### config.mk
export PLATFORM = sky130hd
export DESIGN_NAME = pfm_top
export DESIGN_NICKNAME = d
export VERILOG_FILES = /design/src/hdl/pfm_pkg.sv /design/src/hdl/pfm_top.sv
export SDC_FILE = /design/constraint.sdc
export NUM_CORES = 1
export LEC_CHECK = 0
export BUFFER_PORTS_ARGS = -buffer_cell sky130_fd_sc_hd__clkbuf_2
export CAP_MARGIN = 20
export CORE_UTILIZATION = 47
export CTS_CLUSTER_SIZE = 12
export DETAILED_ROUTE_END_ITERATION = 10
export PLACE_DENSITY = 0.7
export SLEW_MARGIN = 20
export SYNTH_ARGS = -nofsm -noshare
export SYNTH_HDL_FRONTEND = slang
export SYNTH_SLANG_ARGS = --single-unit
### constraint.sdc
create_clock -name clk_in -period 1.5 [get_ports clk_in]
set_input_delay 0.075 -clock clk_in [delete_from_list [all_inputs] [get_ports clk_in]]
set_output_delay 0.075 -clock clk_in [all_outputs]
set_load 0.01 [all_outputs]
### src/hdl/pfm_pkg.sv
/*
 * Constants shared by the port function multiplexer: register indices, reset values,
 * function codes and the pin positions of the alternate functions.
 * Assumes a 32-bit bus where register index n sits at byte address 4*n.
 */
`default_nettype none

package pfm_pkg;

    // ------------------------------------------------------------
    // register indices (byte address is four times the index)
    // ------------------------------------------------------------
    localparam logic [6:0] IDX_F_DATA    = 7'h3C;
    localparam logic [6:0] IDX_F_FUNC2   = 7'h3D;
    localparam logic [6:0] IDX_F_CTRL    = 7'h3E;
    localparam logic [6:0] IDX_F_FUNC    = 7'h3F;
    localparam logic [6:0] IDX_J_DATA    = 7'h4C;
    localparam logic [6:0] IDX_J_FUNC2   = 7'h4D;
    localparam logic [6:0] IDX_J_CTRL    = 7'h4E;
    localparam logic [6:0] IDX_J_FUNC    = 7'h4F;
    localparam logic [6:0] IDX_K_DATA    = 7'h50;
    localparam logic [6:0] IDX_K_FUNC2   = 7'h51;
    localparam logic [6:0] IDX_K_FUNC    = 7'h53;
    localparam logic [6:0] IDX_D_DATA    = 7'h60;
    localparam logic [6:0] IDX_D_FUNC2   = 7'h61;
    localparam logic [6:0] IDX_D_CTRL    = 7'h62;
    localparam logic [6:0] IDX_D_FUNC    = 7'h63;
    localparam logic [6:0] IDX_L_DATA    = 7'h64;
    localparam logic [6:0] IDX_L_FUNC2   = 7'h65;
    localparam logic [6:0] IDX_L_CTRL    = 7'h66;
    localparam logic [6:0] IDX_L_FUNC    = 7'h67;
    localparam int         IDX_LSB       = 2;

    // ------------------------------------------------------------
    // reset values and implemented second-function bits
    // ------------------------------------------------------------
    localparam logic [7:0] RST_SEL       = 8'h00;
    localparam logic [7:0] RST_LATCH     = 8'hFF;
    localparam logic [7:0] J_FUNC2_MASK  = 8'hF0;
    localparam logic [6:0] F_FUNC2_MASK  = 7'h55;

    // ------------------------------------------------------------
    // function codes {second function, function, control}; input-only codes {second function, function}
    // ------------------------------------------------------------
    localparam logic [2:0] CODE_OUT      = 3'h1;
    localparam logic [2:0] CODE_ALT_IN   = 3'h2;
    localparam logic [2:0] CODE_ALT_OUT  = 3'h3;
    localparam logic [2:0] CODE_ALT2_OD  = 3'h5;
    localparam logic [2:0] CODE_IRQ      = 3'h6;
    localparam logic [2:0] CODE_ALT2     = 3'h7;
    localparam logic [1:0] KCODE_CAP     = 2'h1;
    localparam logic [1:0] KCODE_IRQ     = 2'h3;

    // ------------------------------------------------------------
    // alternate pin placement on the second wide port and six-pin port
    // ------------------------------------------------------------
    localparam int         L_PIN_RX      = 0;
    localparam int         L_PIN_OD      = 1;
    localparam int         L_PIN_CLK     = 2;
    localparam int         L_PIN_HSI     = 5;
    localparam logic [7:0] L_ALT2_MASK   = 8'h5E;
    localparam int         D_PIN_HSI     = 1;
    localparam int         D_PIN_RX      = 3;
    localparam int         D_PIN_OD      = 4;
    localparam int         D_PIN_CLK     = 5;
    localparam logic [5:0] D_ALT2_MASK   = 6'h35;

endpackage : pfm_pkg

`default_nettype wire

### src/hdl/pfm_top.sv
/*
 * Pin function multiplexer for five ports: two 8-pin bidirectional ports, a 6-pin and a
 * 7-pin bidirectional port and an 8-pin input-only port, with an Avalon-MM slave.
 * Assumes pins arrive asynchronously, peripheral lines are on clk_in, and the pad ring
 * resolves each pin from its out/oe pair.
 */
// Implementation choice: the Avalon-MM interface to the registers.
`default_nettype none

module pfm_top (
    // clock and reset
    input  wire  logic        clk_in,
    input  wire  logic        rst_in,
    // avalon-mm slave
    input  wire  logic [8:0]  address_in,
    input  wire  logic        read_in,
    input  wire  logic        write_in,
    input  wire  logic [31:0] writedata_in,
    input  wire  logic [3:0]  byteenable_in,
    output logic       [31:0] readdata_out,
    output logic              waitrequest_out,
    // wide port a pins
    input  wire  logic [7:0]  port_j_pin_in,
    output logic       [7:0]  port_j_pin_out,
    output logic       [7:0]  port_j_pin_oe_out,
    // input-only port pins
    input  wire  logic [7:0]  port_k_pin_in,
    // wide port b pins
    input  wire  logic [7:0]  port_l_pin_in,
    output logic       [7:0]  port_l_pin_out,
    output logic       [7:0]  port_l_pin_oe_out,
    // six-pin port pins
    input  wire  logic [5:0]  port_d_pin_in,
    output logic       [5:0]  port_d_pin_out,
    output logic       [5:0]  port_d_pin_oe_out,
    // seven-pin port pins
    input  wire  logic [6:0]  port_f_pin_in,
    output logic       [6:0]  port_f_pin_out,
    output logic       [6:0]  port_f_pin_oe_out,
    // peripheral sources
    input  wire  logic [11:0] long_timer_output_line_in,
    input  wire  logic [2:0]  short_timer_output_line_in,
    input  wire  logic        short_timer_seven_output_in,
    input  wire  logic [7:0]  pattern_output_line_in,
    input  wire  logic        serial_three_transmit_in,
    input  wire  logic        serial_three_clock_in,
    input  wire  logic        fast_serial_one_out_in,
    input  wire  logic        fast_serial_one_clock_in,
    input  wire  logic        serial_two_transmit_in,
    input  wire  logic        serial_two_clock_in,
    input  wire  logic        fast_serial_zero_out_in,
    input  wire  logic        fast_serial_zero_clock_in,
    // peripheral sinks
    output logic       [7:0]  long_timer_capture_line_out,
    output logic       [3:0]  short_timer_input_line_out,
    output logic       [3:0]  external_irq_low_line_out,
    output logic       [7:0]  external_irq_high_line_out,
    output logic       [7:0]  halt_wake_irq_sel_out,
    output logic       [7:0]  halt_wake_capture_sel_out,
    output logic              serial_three_receive_out,
    output logic              serial_three_clock_pin_out,
    output logic              serial_three_clear_to_send_out,
    output logic              fast_serial_one_in_out,
    output logic              serial_two_receive_out,
    output logic              serial_two_clock_pin_out,
    output logic              serial_two_clear_to_send_out,
    output logic              fast_serial_zero_in_out
);

    // ------------------------------------------------------------
    // helpers
    // ------------------------------------------------------------
    // returns {oe, out}; open drain only pulls low and floats a one
    function automatic logic [1:0] pfm_drive(input logic drv_latch, input logic latch,
                                             input logic drv_alt, input logic alt_val,
                                             input logic od);
        logic val;
        logic en;
        val = drv_alt ? alt_val : latch;
        en  = drv_latch | drv_alt;
        if (od) begin
            pfm_drive = {en & ~val, 1'b0};
        end else begin
            pfm_drive = {en, val};
        end
    endfunction : pfm_drive

    // ------------------------------------------------------------
    // pin synchronisers
    // ------------------------------------------------------------
    logic [36:0] meta_q;
    logic [36:0] sync_q;
    logic [7:0]  j_pin;
    logic [7:0]  k_pin;
    logic [7:0]  l_pin;
    logic [5:0]  d_pin;
    logic [6:0]  f_pin;

    always_ff @(posedge clk_in) begin
        if (rst_in) begin
            meta_q <= '0;
            sync_q <= '0;
        end else begin
            meta_q <= {port_f_pin_in, port_d_pin_in, port_l_pin_in, port_k_pin_in, port_j_pin_in};
            sync_q <= meta_q;
        end
    end

    assign j_pin = sync_q[7:0];
    assign k_pin = sync_q[15:8];
    assign l_pin = sync_q[23:16];
    assign d_pin = sync_q[29:24];
    assign f_pin = sync_q[36:30];

    // ------------------------------------------------------------
    // bus slave: one wait cycle, write lands when waitrequest is low
    // ------------------------------------------------------------
    logic        wait_q;
    logic        wr_fire;
    logic [6:0]  idx;
    logic [7:0]  rd_d;

    assign idx     = address_in[8:pfm_pkg::IDX_LSB];
    assign wr_fire = write_in & ~wait_q & byteenable_in[0];

    always_ff @(posedge clk_in) begin
        if (rst_in) begin
            wait_q <= 1'b1;
        end else begin
            wait_q <= ~((read_in | write_in) & wait_q);
        end
    end

    // write-only selection registers read as zero, as do unmapped words
    always_comb begin
        unique case (idx)
            pfm_pkg::IDX_F_DATA: rd_d = {1'b0, f_pin};
            pfm_pkg::IDX_J_DATA: rd_d = j_pin;
            pfm_pkg::IDX_K_DATA: rd_d = k_pin;
            pfm_pkg::IDX_L_DATA: rd_d = l_pin;
            pfm_pkg::IDX_D_DATA: rd_d = {2'b00, d_pin};
            default:             rd_d = 8'h00;
        endcase
    end

    always_ff @(posedge clk_in) begin
        if (rst_in) begin
            readdata_out <= 32'h0000_0000;
        end else if (read_in & wait_q) begin
            readdata_out <= {24'h00_0000, rd_d};
        end
    end

    assign waitrequest_out = wait_q;

    // ------------------------------------------------------------
    // selection and latch registers
    // ------------------------------------------------------------
    logic [7:0] j_lat_q, j_cr_q, j_fc_q, j_fc2_q;
    logic [7:0] k_fc_q, k_fc2_q;
    logic [7:0] l_lat_q, l_cr_q, l_fc_q, l_fc2_q;
    logic [5:0] d_lat_q, d_cr_q, d_fc_q, d_fc2_q;
    logic [6:0] f_lat_q, f_cr_q, f_fc_q, f_fc2_q;

    // wide port a clears to inputs
    always_ff @(posedge clk_in) begin
        if (rst_in) begin
            j_lat_q <= pfm_pkg::RST_LATCH;
            j_cr_q  <= pfm_pkg::RST_SEL;
            j_fc_q  <= pfm_pkg::RST_SEL;
            j_fc2_q <= pfm_pkg::RST_SEL;
        end else if (wr_fire) begin
            if (idx == pfm_pkg::IDX_J_DATA) j_lat_q <= writedata_in[7:0];
            if (idx == pfm_pkg::IDX_J_CTRL) j_cr_q <= writedata_in[7:0];
            if (idx == pfm_pkg::IDX_J_FUNC) j_fc_q <= writedata_in[7:0];
            if (idx == pfm_pkg::IDX_J_FUNC2) j_fc2_q <= writedata_in[7:0] & pfm_pkg::J_FUNC2_MASK;
        end
    end

    // input-only functions clear to plain input
    always_ff @(posedge clk_in) begin
        if (rst_in) begin
            k_fc_q  <= pfm_pkg::RST_SEL;
            k_fc2_q <= pfm_pkg::RST_SEL;
        end else if (wr_fire) begin
            if (idx == pfm_pkg::IDX_K_FUNC) k_fc_q <= writedata_in[7:0];
            if (idx == pfm_pkg::IDX_K_FUNC2) k_fc2_q <= writedata_in[7:0];
        end
    end

    // wide port b clears to inputs
    always_ff @(posedge clk_in) begin
        if (rst_in) begin
            l_lat_q <= pfm_pkg::RST_LATCH;
            l_cr_q  <= pfm_pkg::RST_SEL;
            l_fc_q  <= pfm_pkg::RST_SEL;
            l_fc2_q <= pfm_pkg::RST_SEL;
        end else if (wr_fire) begin
            if (idx == pfm_pkg::IDX_L_DATA) l_lat_q <= writedata_in[7:0];
            if (idx == pfm_pkg::IDX_L_CTRL) l_cr_q <= writedata_in[7:0];
            if (idx == pfm_pkg::IDX_L_FUNC) l_fc_q <= writedata_in[7:0];
            if (idx == pfm_pkg::IDX_L_FUNC2) l_fc2_q <= writedata_in[7:0];
        end
    end

    // six-pin clears selection, latch to ones
    always_ff @(posedge clk_in) begin
        if (rst_in) begin
            d_lat_q <= pfm_pkg::RST_LATCH[5:0];
            d_cr_q  <= pfm_pkg::RST_SEL[5:0];
            d_fc_q  <= pfm_pkg::RST_SEL[5:0];
            d_fc2_q <= pfm_pkg::RST_SEL[5:0];
        end else if (wr_fire) begin
            if (idx == pfm_pkg::IDX_D_DATA) d_lat_q <= writedata_in[5:0];
            if (idx == pfm_pkg::IDX_D_CTRL) d_cr_q <= writedata_in[5:0];
            if (idx == pfm_pkg::IDX_D_FUNC) d_fc_q <= writedata_in[5:0];
            if (idx == pfm_pkg::IDX_D_FUNC2) d_fc2_q <= writedata_in[5:0];
        end
    end

    // seven-pin clears selection, latch to ones
    always_ff @(posedge clk_in) begin
        if (rst_in) begin
            f_lat_q <= pfm_pkg::RST_LATCH[6:0];
            f_cr_q  <= pfm_pkg::RST_SEL[6:0];
            f_fc_q  <= pfm_pkg::RST_SEL[6:0];
            f_fc2_q <= pfm_pkg::RST_SEL[6:0];
        end else if (wr_fire) begin
            if (idx == pfm_pkg::IDX_F_DATA) f_lat_q <= writedata_in[6:0];
            if (idx == pfm_pkg::IDX_F_CTRL) f_cr_q <= writedata_in[6:0];
            if (idx == pfm_pkg::IDX_F_FUNC) f_fc_q <= writedata_in[6:0];
            if (idx == pfm_pkg::IDX_F_FUNC2) f_fc2_q <= writedata_in[6:0] & pfm_pkg::F_FUNC2_MASK;
        end
    end

    // ------------------------------------------------------------
    // pin drive decode
    // ------------------------------------------------------------
    logic [7:0] j_out_d, j_oe_d, l_out_d, l_oe_d;
    logic [5:0] d_out_d, d_oe_d;
    logic [6:0] f_out_d, f_oe_d;
    logic [7:0] l_alt2;
    logic [5:0] d_alt2;

    assign l_alt2 = {1'b0, fast_serial_one_clock_in, 1'b0, fast_serial_one_out_in,
                     short_timer_seven_output_in, serial_three_clock_in, serial_three_transmit_in, 1'b0};
    assign d_alt2 = {serial_two_clock_in, serial_two_transmit_in, 1'b0,
                     fast_serial_zero_clock_in, 1'b0, fast_serial_zero_out_in};

    always_comb begin
        logic [2:0] code;
        logic [1:0] drv;
        code = 3'h0;
        drv  = 2'h0;
        j_out_d = 8'h00;
        j_oe_d  = 8'h00;
        l_out_d = 8'h00;
        l_oe_d  = 8'h00;
        d_out_d = 6'h00;
        d_oe_d  = 6'h00;
        f_out_d = 7'h00;
        f_oe_d  = 7'h00;
        for (int i = 0; i < 8; i++) begin
            code = {j_fc2_q[i], j_fc_q[i], j_cr_q[i]};
            // latch or long timer outputs; reserved codes float
            drv = pfm_drive(code == pfm_pkg::CODE_OUT, j_lat_q[i],
                            (code == pfm_pkg::CODE_ALT_OUT) | (code == pfm_pkg::CODE_ALT2),
                            (code == pfm_pkg::CODE_ALT2) ? long_timer_output_line_in[(i % 4) + 8]
                                                         : long_timer_output_line_in[i], 1'b0);
            j_oe_d[i]  = drv[1];
            j_out_d[i] = drv[0];
            code = {l_fc2_q[i], l_fc_q[i], l_cr_q[i]};
            // pattern on 011, per-pin alternate on 111
            // open drain only by code 101 on the open-drain pin
            drv = pfm_drive(code == pfm_pkg::CODE_OUT, l_lat_q[i],
                            (code == pfm_pkg::CODE_ALT_OUT)
                            | ((code == pfm_pkg::CODE_ALT2) & pfm_pkg::L_ALT2_MASK[i])
                            | ((code == pfm_pkg::CODE_ALT2_OD) & (i == pfm_pkg::L_PIN_OD)),
                            (code == pfm_pkg::CODE_ALT_OUT) ? pattern_output_line_in[i] : l_alt2[i],
                            code == pfm_pkg::CODE_ALT2_OD);
            l_oe_d[i]  = drv[1];
            l_out_d[i] = drv[0];
        end
        for (int i = 0; i < 6; i++) begin
            code = {d_fc2_q[i], d_fc_q[i], d_cr_q[i]};
            // serial two and fast serial zero, open drain on one pin
            drv = pfm_drive(code == pfm_pkg::CODE_OUT, d_lat_q[i],
                            ((code == pfm_pkg::CODE_ALT2) & pfm_pkg::D_ALT2_MASK[i])
                            | ((code == pfm_pkg::CODE_ALT2_OD) & (i == pfm_pkg::D_PIN_OD)),
                            d_alt2[i], code == pfm_pkg::CODE_ALT2_OD);
            d_oe_d[i]  = drv[1];
            d_out_d[i] = drv[0];
        end
        for (int i = 0; i < 7; i++) begin
            code = {f_fc2_q[i], f_fc_q[i], f_cr_q[i]};
            // short timer outputs on odd pins; code decode
            drv = pfm_drive(code == pfm_pkg::CODE_OUT, f_lat_q[i],
                            (code == pfm_pkg::CODE_ALT_OUT) & (i % 2 == 1),
                            short_timer_output_line_in[(i / 2) % 3], 1'b0);
            f_oe_d[i]  = drv[1];
            f_out_d[i] = drv[0];
        end
    end

    always_ff @(posedge clk_in) begin
        if (rst_in) begin
            port_j_pin_out    <= 8'h00;
            port_j_pin_oe_out <= 8'h00;
            port_l_pin_out    <= 8'h00;
            port_l_pin_oe_out <= 8'h00;
            port_d_pin_out    <= 6'h00;
            port_d_pin_oe_out <= 6'h00;
            port_f_pin_out    <= 7'h00;
            port_f_pin_oe_out <= 7'h00;
        end else begin
            port_j_pin_out    <= j_out_d;
            port_j_pin_oe_out <= j_oe_d;
            port_l_pin_out    <= l_out_d;
            port_l_pin_oe_out <= l_oe_d;
            port_d_pin_out    <= d_out_d;
            port_d_pin_oe_out <= d_oe_d;
            port_f_pin_out    <= f_out_d;
            port_f_pin_oe_out <= f_oe_d;
        end
    end

    // ------------------------------------------------------------
    // peripheral input routing
    // ------------------------------------------------------------
    logic [7:0] k_irq_sel;
    logic [7:0] k_cap_sel;
    logic [3:0] f_irq_sel;

    always_comb begin
        for (int i = 0; i < 8; i++) begin
            k_irq_sel[i] = {k_fc2_q[i], k_fc_q[i]} == pfm_pkg::KCODE_IRQ;
            k_cap_sel[i] = {k_fc2_q[i], k_fc_q[i]} == pfm_pkg::KCODE_CAP;
        end
        for (int i = 0; i < 4; i++) begin
            f_irq_sel[i] = {f_fc2_q[2 * i], f_fc_q[2 * i], f_cr_q[2 * i]} == pfm_pkg::CODE_IRQ;
        end
    end

    always_ff @(posedge clk_in) begin
        if (rst_in) begin
            long_timer_capture_line_out    <= 8'h00;
            short_timer_input_line_out     <= 4'h0;
            external_irq_low_line_out      <= 4'h0;
            external_irq_high_line_out     <= 8'h00;
            halt_wake_irq_sel_out          <= 8'h00;
            halt_wake_capture_sel_out      <= 8'h00;
            serial_three_receive_out       <= 1'b0;
            serial_three_clock_pin_out     <= 1'b0;
            serial_three_clear_to_send_out <= 1'b0;
            fast_serial_one_in_out         <= 1'b0;
            serial_two_receive_out         <= 1'b0;
            serial_two_clock_pin_out       <= 1'b0;
            serial_two_clear_to_send_out   <= 1'b0;
            fast_serial_zero_in_out        <= 1'b0;
        end else begin
            long_timer_capture_line_out    <= k_pin;
            short_timer_input_line_out     <= {f_pin[6], f_pin[4], f_pin[2], f_pin[0]};
            external_irq_low_line_out      <= {f_pin[6], f_pin[4], f_pin[2], f_pin[0]} & f_irq_sel;
            external_irq_high_line_out     <= k_pin & k_irq_sel;
            halt_wake_irq_sel_out          <= k_irq_sel;
            halt_wake_capture_sel_out      <= k_cap_sel;
            // serial three and fast serial one inputs ungated
            serial_three_receive_out       <= l_pin[pfm_pkg::L_PIN_RX];
            serial_three_clock_pin_out     <= l_pin[pfm_pkg::L_PIN_CLK];
            serial_three_clear_to_send_out <= l_pin[pfm_pkg::L_PIN_CLK];
            fast_serial_one_in_out         <= l_pin[pfm_pkg::L_PIN_HSI];
            // serial two and fast serial zero inputs ungated
            serial_two_receive_out         <= d_pin[pfm_pkg::D_PIN_RX];
            serial_two_clock_pin_out       <= d_pin[pfm_pkg::D_PIN_CLK];
            serial_two_clear_to_send_out   <= d_pin[pfm_pkg::D_PIN_CLK];
            fast_serial_zero_in_out        <= d_pin[pfm_pkg::D_PIN_HSI];
        end
    end

endmodule : pfm_top

`default_nettype wire

Yosys cells after proc, flatten, opt, wreduce, memory -nomap -nowiden
Index checks and enable logic that the tools add are counted.
{"block": "classes", "eq_ne": 114, "muxes": 47, "n_bitwise": 71, "n_reduce_logical": 32}
{"operator": "== test 7 bit (second input constant)", "n": 15}
{"operator": "== test 3 bit (second input constant)", "n": 31}
{"operator": "== test 3 x 1 -> 1 bit (second input constant)", "n": 22}
{"operator": "case mux 8 bit (5 select lines)", "n": 1}
{"operator": "== test 3 x 2 -> 1 bit (second input constant)", "n": 12}
{"operator": "AND reduction 2 bit", "n": 18}
{"operator": "bitwise OR 1 bit", "n": 35}
{"operator": "2-to-1 mux 1 bit", "n": 32}
{"operator": "== test 2 x 1 -> 1 bit (second input constant)", "n": 15}
{"operator": "== test 2 bit (second input constant)", "n": 15}
{"operator": "== test 7 x 6 -> 1 bit (second input constant)", "n": 4}
{"operator": "2-to-1 mux 2 bit", "n": 14}
{"operator": "OR reduction 2 bit", "n": 14}
{"operator": "AND 1 bit", "n": 18}
{"operator": "inverter 1 bit", "n": 16}
{"operator": "AND 8 bit", "n": 1}
{"operator": "AND 4 bit", "n": 1}
{"block": "word_totals", "register_bits": 312, "in_bits": 118, "out_inout_bits": 139, "wordCells": 318}

Depth between registers and ports, before layout
Gate-level depths: netlist of run 1.
{"block": "depth", "word_depth": 7, "mapped_depth": 7, "depth_no_buf": 4}

Worst setup path before layout of run 1
No wires, ideal clock.
{"block": "synth_path", "path_type": "reg-to-reg", "from": "register wait_q (netlist: waitrequest_out)", "to": "register d_cr_q[0]", "setup_ns": 0.128, "arrival_time_ns": 1.543, "required_time_ns": 1.372, "slack_ns": -0.171, "path_stages_with_launch": 5, "n_path_buf": 0, "period_less_slack_ns": 1.671, "path_cell_list": "dfxtp_1 nand4b_4 nor4_2 mux2i_1 nor2_1"}
{"block": "synth_between", "elab_chain_len": 4}
{"element": "start, declared", "line": "pfm_top.sv:118", "rtl": "logic wait_q;"}
{"element": "start signal, assigned", "line": "pfm_top.sv:130", "rtl": "wait_q <= ~((read_in | write_in) & wait_q);"}
{"element": "inverter 1 bit", "line": "pfm_top.sv:124", "rtl": "assign wr_fire = write_in & ~wait_q & byteenable_in[0];"}
{"element": "AND 1 bit (2 in a row)", "line": "pfm_top.sv:124"}
{"element": "AND reduction 2 bit (no line)"}
{"element": "end signal, assigned", "line": "pfm_top.sv:210", "rtl": "d_cr_q <= pfm_pkg::RST_SEL[5:0];"}
{"element": "end signal, assigned", "line": "pfm_top.sv:215", "rtl": "if (idx == pfm_pkg::IDX_D_CTRL) d_cr_q <= writedata_in[5:0];"}
{"element": "end, declared", "line": "pfm_top.sv:162", "rtl": "logic [5:0] d_lat_q, d_cr_q, d_fc_q, d_fc2_q;"}
No other way between the ends.
A chain may end at the register's enable or synchronous reset.

Worst setup path in the final report of run 1
{"block": "layout_path", "from": "register wait_q (netlist: waitrequest_out)", "to": "register l_fc_q[3]"}
{"block": "layout_between", "elab_chain_len": 4}
{"element": "inverter 1 bit", "line": "pfm_top.sv:124"}
{"element": "AND 1 bit (2 in a row)", "line": "pfm_top.sv:124"}
{"element": "AND reduction 2 bit (no line)"}
{"element": "end signal, assigned", "line": "pfm_top.sv:196", "rtl": "l_fc_q <= pfm_pkg::RST_SEL;"}
{"element": "end signal, assigned", "line": "pfm_top.sv:201", "rtl": "if (idx == pfm_pkg::IDX_L_FUNC) l_fc_q <= writedata_in[7:0];"}
{"element": "end, declared", "line": "pfm_top.sv:161", "rtl": "logic [7:0] l_lat_q, l_cr_q, l_fc_q, l_fc2_q;"}
No other way between the ends.

==> metrics.cfg, run 1 <==
[clock_network]
clock_path_buffers = 3
path_clk_slew_ns = 0.06
clkLatencyLatePin_ns = 0.54
cts_made_buffers = 31
cts_sinks = 312
htreeDepth = 1
cts_tree = done
clk_root_buffer_cell = clkbuf_16

[yosys]
synth_top_area_share_pct = 57.2
synth_edf_count = 0
ys_types = 54
yosysMostFrequentCell = dfxtp_1
synthFlopType = dfxtp_1
synthArstFlopShare_pct = 0
synthTopCellsByCount = 312 x dfxtp_1, 125 x mux2i_1, 116 x nor2_1
yosysSeqAreaShare_pct = 57.2
yosysWarnings = 0
synth.area.top_cells = dfxtp_1 57%, mux2i_1 11%, nor2b_1 5.7%
syn_area_sq_um = 10900
netlist_instances = 1023
yosys_register_bits = 312
avgSynthCellArea_sq_um = 10.7
synth_top_area_cell = dfxtp_1

[critical_path]
r2r_cells = 4
crit_fanout = 8
crit_path_end_kind = register
start_kind = register
path_class = register to register
worstPathArrival_ns = 1.93
endpoint = l_fc_q[3]
required_ns = 1.92
startpoint = waitrequest_out
r2r_start = waitrequest_out
ff2ff_setup_slack_ns = -0.02
r2r-end = l_fc_q[3]

[sta]
rsz0062_at_grt = true
setup_tns_ns = -0.0304
max_slew_margin_pct = 64.8
finalSetupViolations = 2
worst_slack_ns = -0.0179
skew_ns = 0.0104
final_hold_viol_count = 0
slew_violations = 0
fin_hold_ws_ns = 0.0337
fmax_mhz = 659
tightest_slew_ns = 0.529
min_period_over_period_pct = 101
timing.final.crit_period_ns = 1.52

[layout]
drive_above_1_share_pct = 24.1
syn_to_final_growth_pct = 30.5
utilization_pct = 62.7
final_area_sq_um = 14200
fillers = 1859
fin_nets = 1445
largestRegisters = meta_q: 37 flops, sync_q: 37 flops
instances_no_fill = 1626

[grt]
grt_pass1_vias = 7629
track_usage_pct = 21.1
grt_max_degree = 87
grt_pass1_wl_um = 40100
antenna_found_initial = 1
grt_remaining_overflow = 0

[run_status]
violations = negative setup slack
outcome = finished with violations

[placement]
numPortBuffers = 203
gp_congestion = 0.805
placed_area_sq_um = 12400
hpwlAfterDp_um = 16600
dp.cells = 1493
dp_worst_setup_slack_ns = -0.0609

[die]
die-height_um = 154
die-area_sq_um = 23800
initial_core_util_pct = 48.1
fp.dieW_um = 154
rows = 55
core_area_sq_um = 22700
ios = 257

[detailed_routing]
wl_um = 25200
wl_per_cell_um = 15.5
dr.pass1.iters = 5
drt_first_iter_violations = 375
vias_per_cell = 4.92
ant_nets = 0
num_vias = 8003
drc = 0

[power_and_ir_drop]
comb_power_share_pct = 5.8
ir_worst_vdd_mv = 1.02
internal_power_mw = 13.0
power_density_nw_per_um2 = 1160
finalPower_mw = 16.5
p_seq_share_pct = 51.7
switchingPower_mw = 3.50
switching_share_pct = 21.3
clkPwrFrac_pct = 42.5
leakage_nw = 6.29

[hold_path]
hold_path.class = input port to register

[job]
maxCapViolCount = 0

[power groups by stage]
stage / logic [mW] / registers, mW / clock network, mW
floorplan: 0.457 / 8.71 / 0
global placement: 0.784 / 8.69 / 0
detailed placement: 0.787 / 8.69 / 0
CTS: 0.944 / 8.51 / 7.14
global route: 1.03 / 8.52 / 7.51
finish: 0.948 / 8.51 / 7.00
[layer usage]
| metal | part of all wire (%) | track usage (%) |
|---|---|---|
| met2 | 47 | 35.3 |
| met1 | 45 | 27.4 |
| met3 | 5.3 | 4.12 |
| met4 | 2.1 | 6.88 |
| met5 | 0 | 0 |
[how the worst min path moves through the flow]
stage                     cells past startpoint                       from  slack (ns)           endpoint
final                                         5  pattern_output_line_in[0]        0.03  port_l_pin_out[0]
after global routing                          3                     rst_in        0.04          j_cr_q[0]
after CTS                                     4              address_in[2]        0.01    readdata_out[6]
after detailed placement                      2           port_f_pin_in[2]        0.29         meta_q[32]
after global placement                        2           port_d_pin_in[5]        0.28         meta_q[29]
after floorplan                               1                   write_in        0.18    waitrequest_out
[cells by family after synthesis]
| family | share of synthesized area, % |
|---|---|
| flops | 57.2 |
| mux | 12.1 |
| buf+inv | 5.15 |
| compound gates | 4.92 |
| xor+xnor | 0.241 |
| simple gates | 20.4 |
| other cells | 0.0343 |
[timing repair]
item	CTS	global route
gates resized for setup	4	5
pin swaps	1	13
setup buffers	1	3
endpoints found under the setup margin	19	44
hold buffers	82	0
endpoints found under the hold margin	83	0
[layout make-up]
cell class              count  area (sq um)  area share [%]
multi-input cells         637          4240            29.8
clock buffers              45           898            6.31
flip-flops and latches    312          6250            43.9
clock inverters             1          5.00          0.0351
diodes                      1          2.50          0.0176
well taps                 285           357            2.50
inverters                  11          41.3           0.290
repair buffers            334          2450            17.2
[layout by cell type, fill, tap and decap left out, types with 24 or more instances in the layout]
cell type        n
dfxtp_1        310
clkbuf_2       202
mux2i_1        124
nor2_1         115
nor2b_1        100
dlygate4sd3_1   82
nand2_1         63
clkbuf_16       31
a21oi_1         30
buf_4           29
conb_1          24
[worst max-delay path, cell delays in order (launching register included)]
cell and delay (ns):
dfxtp_2 0.33, nand2b_4 0.17, or4_4 0.63, mux2i_1 0.20, nor2_1 0.06
Power figures use the tool's default switching activity.
==> run 2, diff against run 1 <==
PLACE_DENSITY = 0.67   (was 0.7)
clock period = 1.4 ns   (was 1.5 ns; I/O delays follow)
==> run 2 against run 1 <==
Effect of this change: the flow finishes with violations (negative hold slack, negative setup slack); clock power increased by 3.4%; setup slack worse by 0.090 ns; routed wire length is 0.54% lower; critical path depth up 1; sequential cell count unchanged; first-iteration DRC count decreased by 12%; hold slack got worse by 0.039 ns; power grew 5.6%; fmax is 0.68% higher; utilization shrank 0.60 points; count of clock-buffer cells in the layout is 4 lower; largest power group unchanged; highest routed layer unchanged.
==> metrics.cfg, run 2 (synthesis gave the netlist of run 1 again) <==
[hold_path]
hold_path.class = input port to register
worstHoldEndpoint = f_fc_q[4]
worstHoldPathCells = 3
min-delay-start = rst_in

[die]
rows = 55
fp.dieW_um = 154
die-height_um = 154
ios = 257
initial_core_util_pct = 48.1
die-area_sq_um = 23800
core_area_sq_um = 22700

[grt]
grt_remaining_overflow = 0
antenna_found_initial = 0
grt_max_degree = 91
grt_pass1_vias = 7522
grt_pass1_wl_um = 39100
track_usage_pct = 20.7

[critical_path]
required_ns = 1.81
ff2ff_setup_slack_ns = -0.11
crit_fanout = 4
r2r_start = waitrequest_out
crit_path_end_kind = register
r2r-end = f_cr_q[0]
worstPathArrival_ns = 1.92
start_kind = register
r2r_cells = 5
path_class = register to register

[layout]
mostFrequentLayoutCell = dfxtp_1
largestRegisters = meta_q: 37 flops, sync_q: 37 flops
most-common-layout-cells = 309 x dfxtp_1, 202 x clkbuf_2, 125 x mux2i_1
final_area_sq_um = 14100
diodes = 0
drive_above_1_share_pct = 24.5
fin_nets = 1439
syn_to_final_growth_pct = 29.2

[sta]
final_hold_viol_count = 4
slew_violations = 0
skew_ns = 0.00959
tightest_slew_ns = 0.524
max_slew_margin_pct = 65.1
rsz0062_at_grt = true
min_period_over_period_pct = 108
fmax_mhz = 663
worst_slack_ns = -0.108
fin_hold_ws_ns = -0.00536
finalSetupViolations = 52
timing.final.crit_period_ns = 1.51

[detailed_routing]
wl_um = 25100
vias_per_cell = 4.91
wl_per_cell_um = 15.5
dr.pass1.iters = 4
drt_first_iter_violations = 331
drc = 0
num_vias = 7938
ant_nets = 0

[clock_network]
path_clk_slew_ns = 0.06
clk_root_buffer_cell = clkbuf_16
htreeDepth = 1
cts_made_buffers = 31
cts_sinks = 312
clkLatencyLatePin_ns = 0.55
clock_path_buffers = 3
cts_tree = done

[placement]
numPortBuffers = 203
hpwlAfterDp_um = 16600
placed_area_sq_um = 12500
gp_congestion = 0.840

[power_and_ir_drop]
leakage_nw = 6.19
clkPwrFrac_pct = 41.7
comb_power_share_pct = 5.9
power_density_nw_per_um2 = 1230
ir_worst_vdd_mv = 0.875
p_seq_share_pct = 52.5
internal_power_mw = 13.7
switchingPower_mw = 3.73
switching_share_pct = 21.4

[run_status]
outcome = finished with violations
violations = negative hold slack, negative setup slack

[job]
maxCapViolCount = 0

==> run 2: cell types whose count changed in the layout (fill, tap and decap cells not counted), sizes merged <==
| cell | previous run | this run |
|---|---|---|
| clkinv | 1 | 2 |
| clkinvlp | 0 | 1 |
| buf | 50 | 53 |
| diode | 1 | 0 |
| dlygate4sd3 | 82 | 73 |
| clkbuf | 247 | 243 |
==> run 2: worst max-delay path, stage by stage (launching register included) <==
cell      delay, ns
dfxtp_2        0.33
nand4b_4       0.26
nor4_4         0.36
buf_6          0.18
mux2i_1        0.19
nor2_1         0.06
==> run 2: timing repair <==
action / CTS / global route
cloned: 0 / 0
setup buffers: 2 / 3
endpoints found under the hold margin: 79 / 0
pin swaps: 23 / 39
resized for setup: 7 / 8
setup endpoints to repair: 88 / 100
hold buffers: 73 / 0
==> run 2: how the worst max path moves through the flow <==
stage | start | cells past startpoint | end
final | waitrequest_out | 5 | f_cr_q[0]
after global routing | waitrequest_out | 4 | l_fc_q[4]
after CTS | waitrequest_out | 5 | f_cr_q[0]
after detailed placement | address_in[4] | 6 | f_fc_q[2]
after global placement | address_in[4] | 6 | f_fc_q[2]
after floorplan | address_in[7] | 5 | j_cr_q[1]
==> run 2: area by class of cell <==
type	instances	area, sq um
Clock inverter	3	17.5
Fill cell	1876	8600
Sequential cell	312	6250
Tap cell	285	357
Multi-Input combinational cell	637	4250
Timing Repair Buffer	328	2350
Clock buffer	41	843
Inverter	11	41.3
==> run 2: routing by layer <==
layer	share of wire, %	vias to the layer above	GRT usage, %
li1	-	3990	-
met2	47	203	35.7
met3	5.0	39	3.78
met5	0	-	0
met4	2.0	0	5.23
met1	46	3706	26.7
==> run 2: through the flow <==
step | util (%) | cells | setup TNS [ns] | power, mW | worst slack (ns)
final | 62.1 | 1617 | -2.32 | 17.4 | -0.108
after global routing | 62.1 | 1617 | -7.75 | 18.0 | -0.164
after CTS | 61.9 | 1614 | -3.42 | 17.5 | -0.0949
after detailed placement | 54.8 | 1496 | -8.94 | 10.2 | -0.139
after global placement | 54.8 | 1496 | -6.32 | 10.1 | -0.123
after floorplan | - | 1046 | -5.80 | 9.82 | -0.148
==> run 2: power by group through the flow <==
stage | clock, mW | combinational (mW) | sequential (mW)
floorplan | 0 | 0.491 | 9.33
global placement | 0 | 0.836 | 9.31
detailed placement | 0 | 0.843 | 9.31
CTS | 7.41 | 1.01 | 9.12
global route | 7.74 | 1.11 | 9.13
finish | 7.24 | 1.02 | 9.12
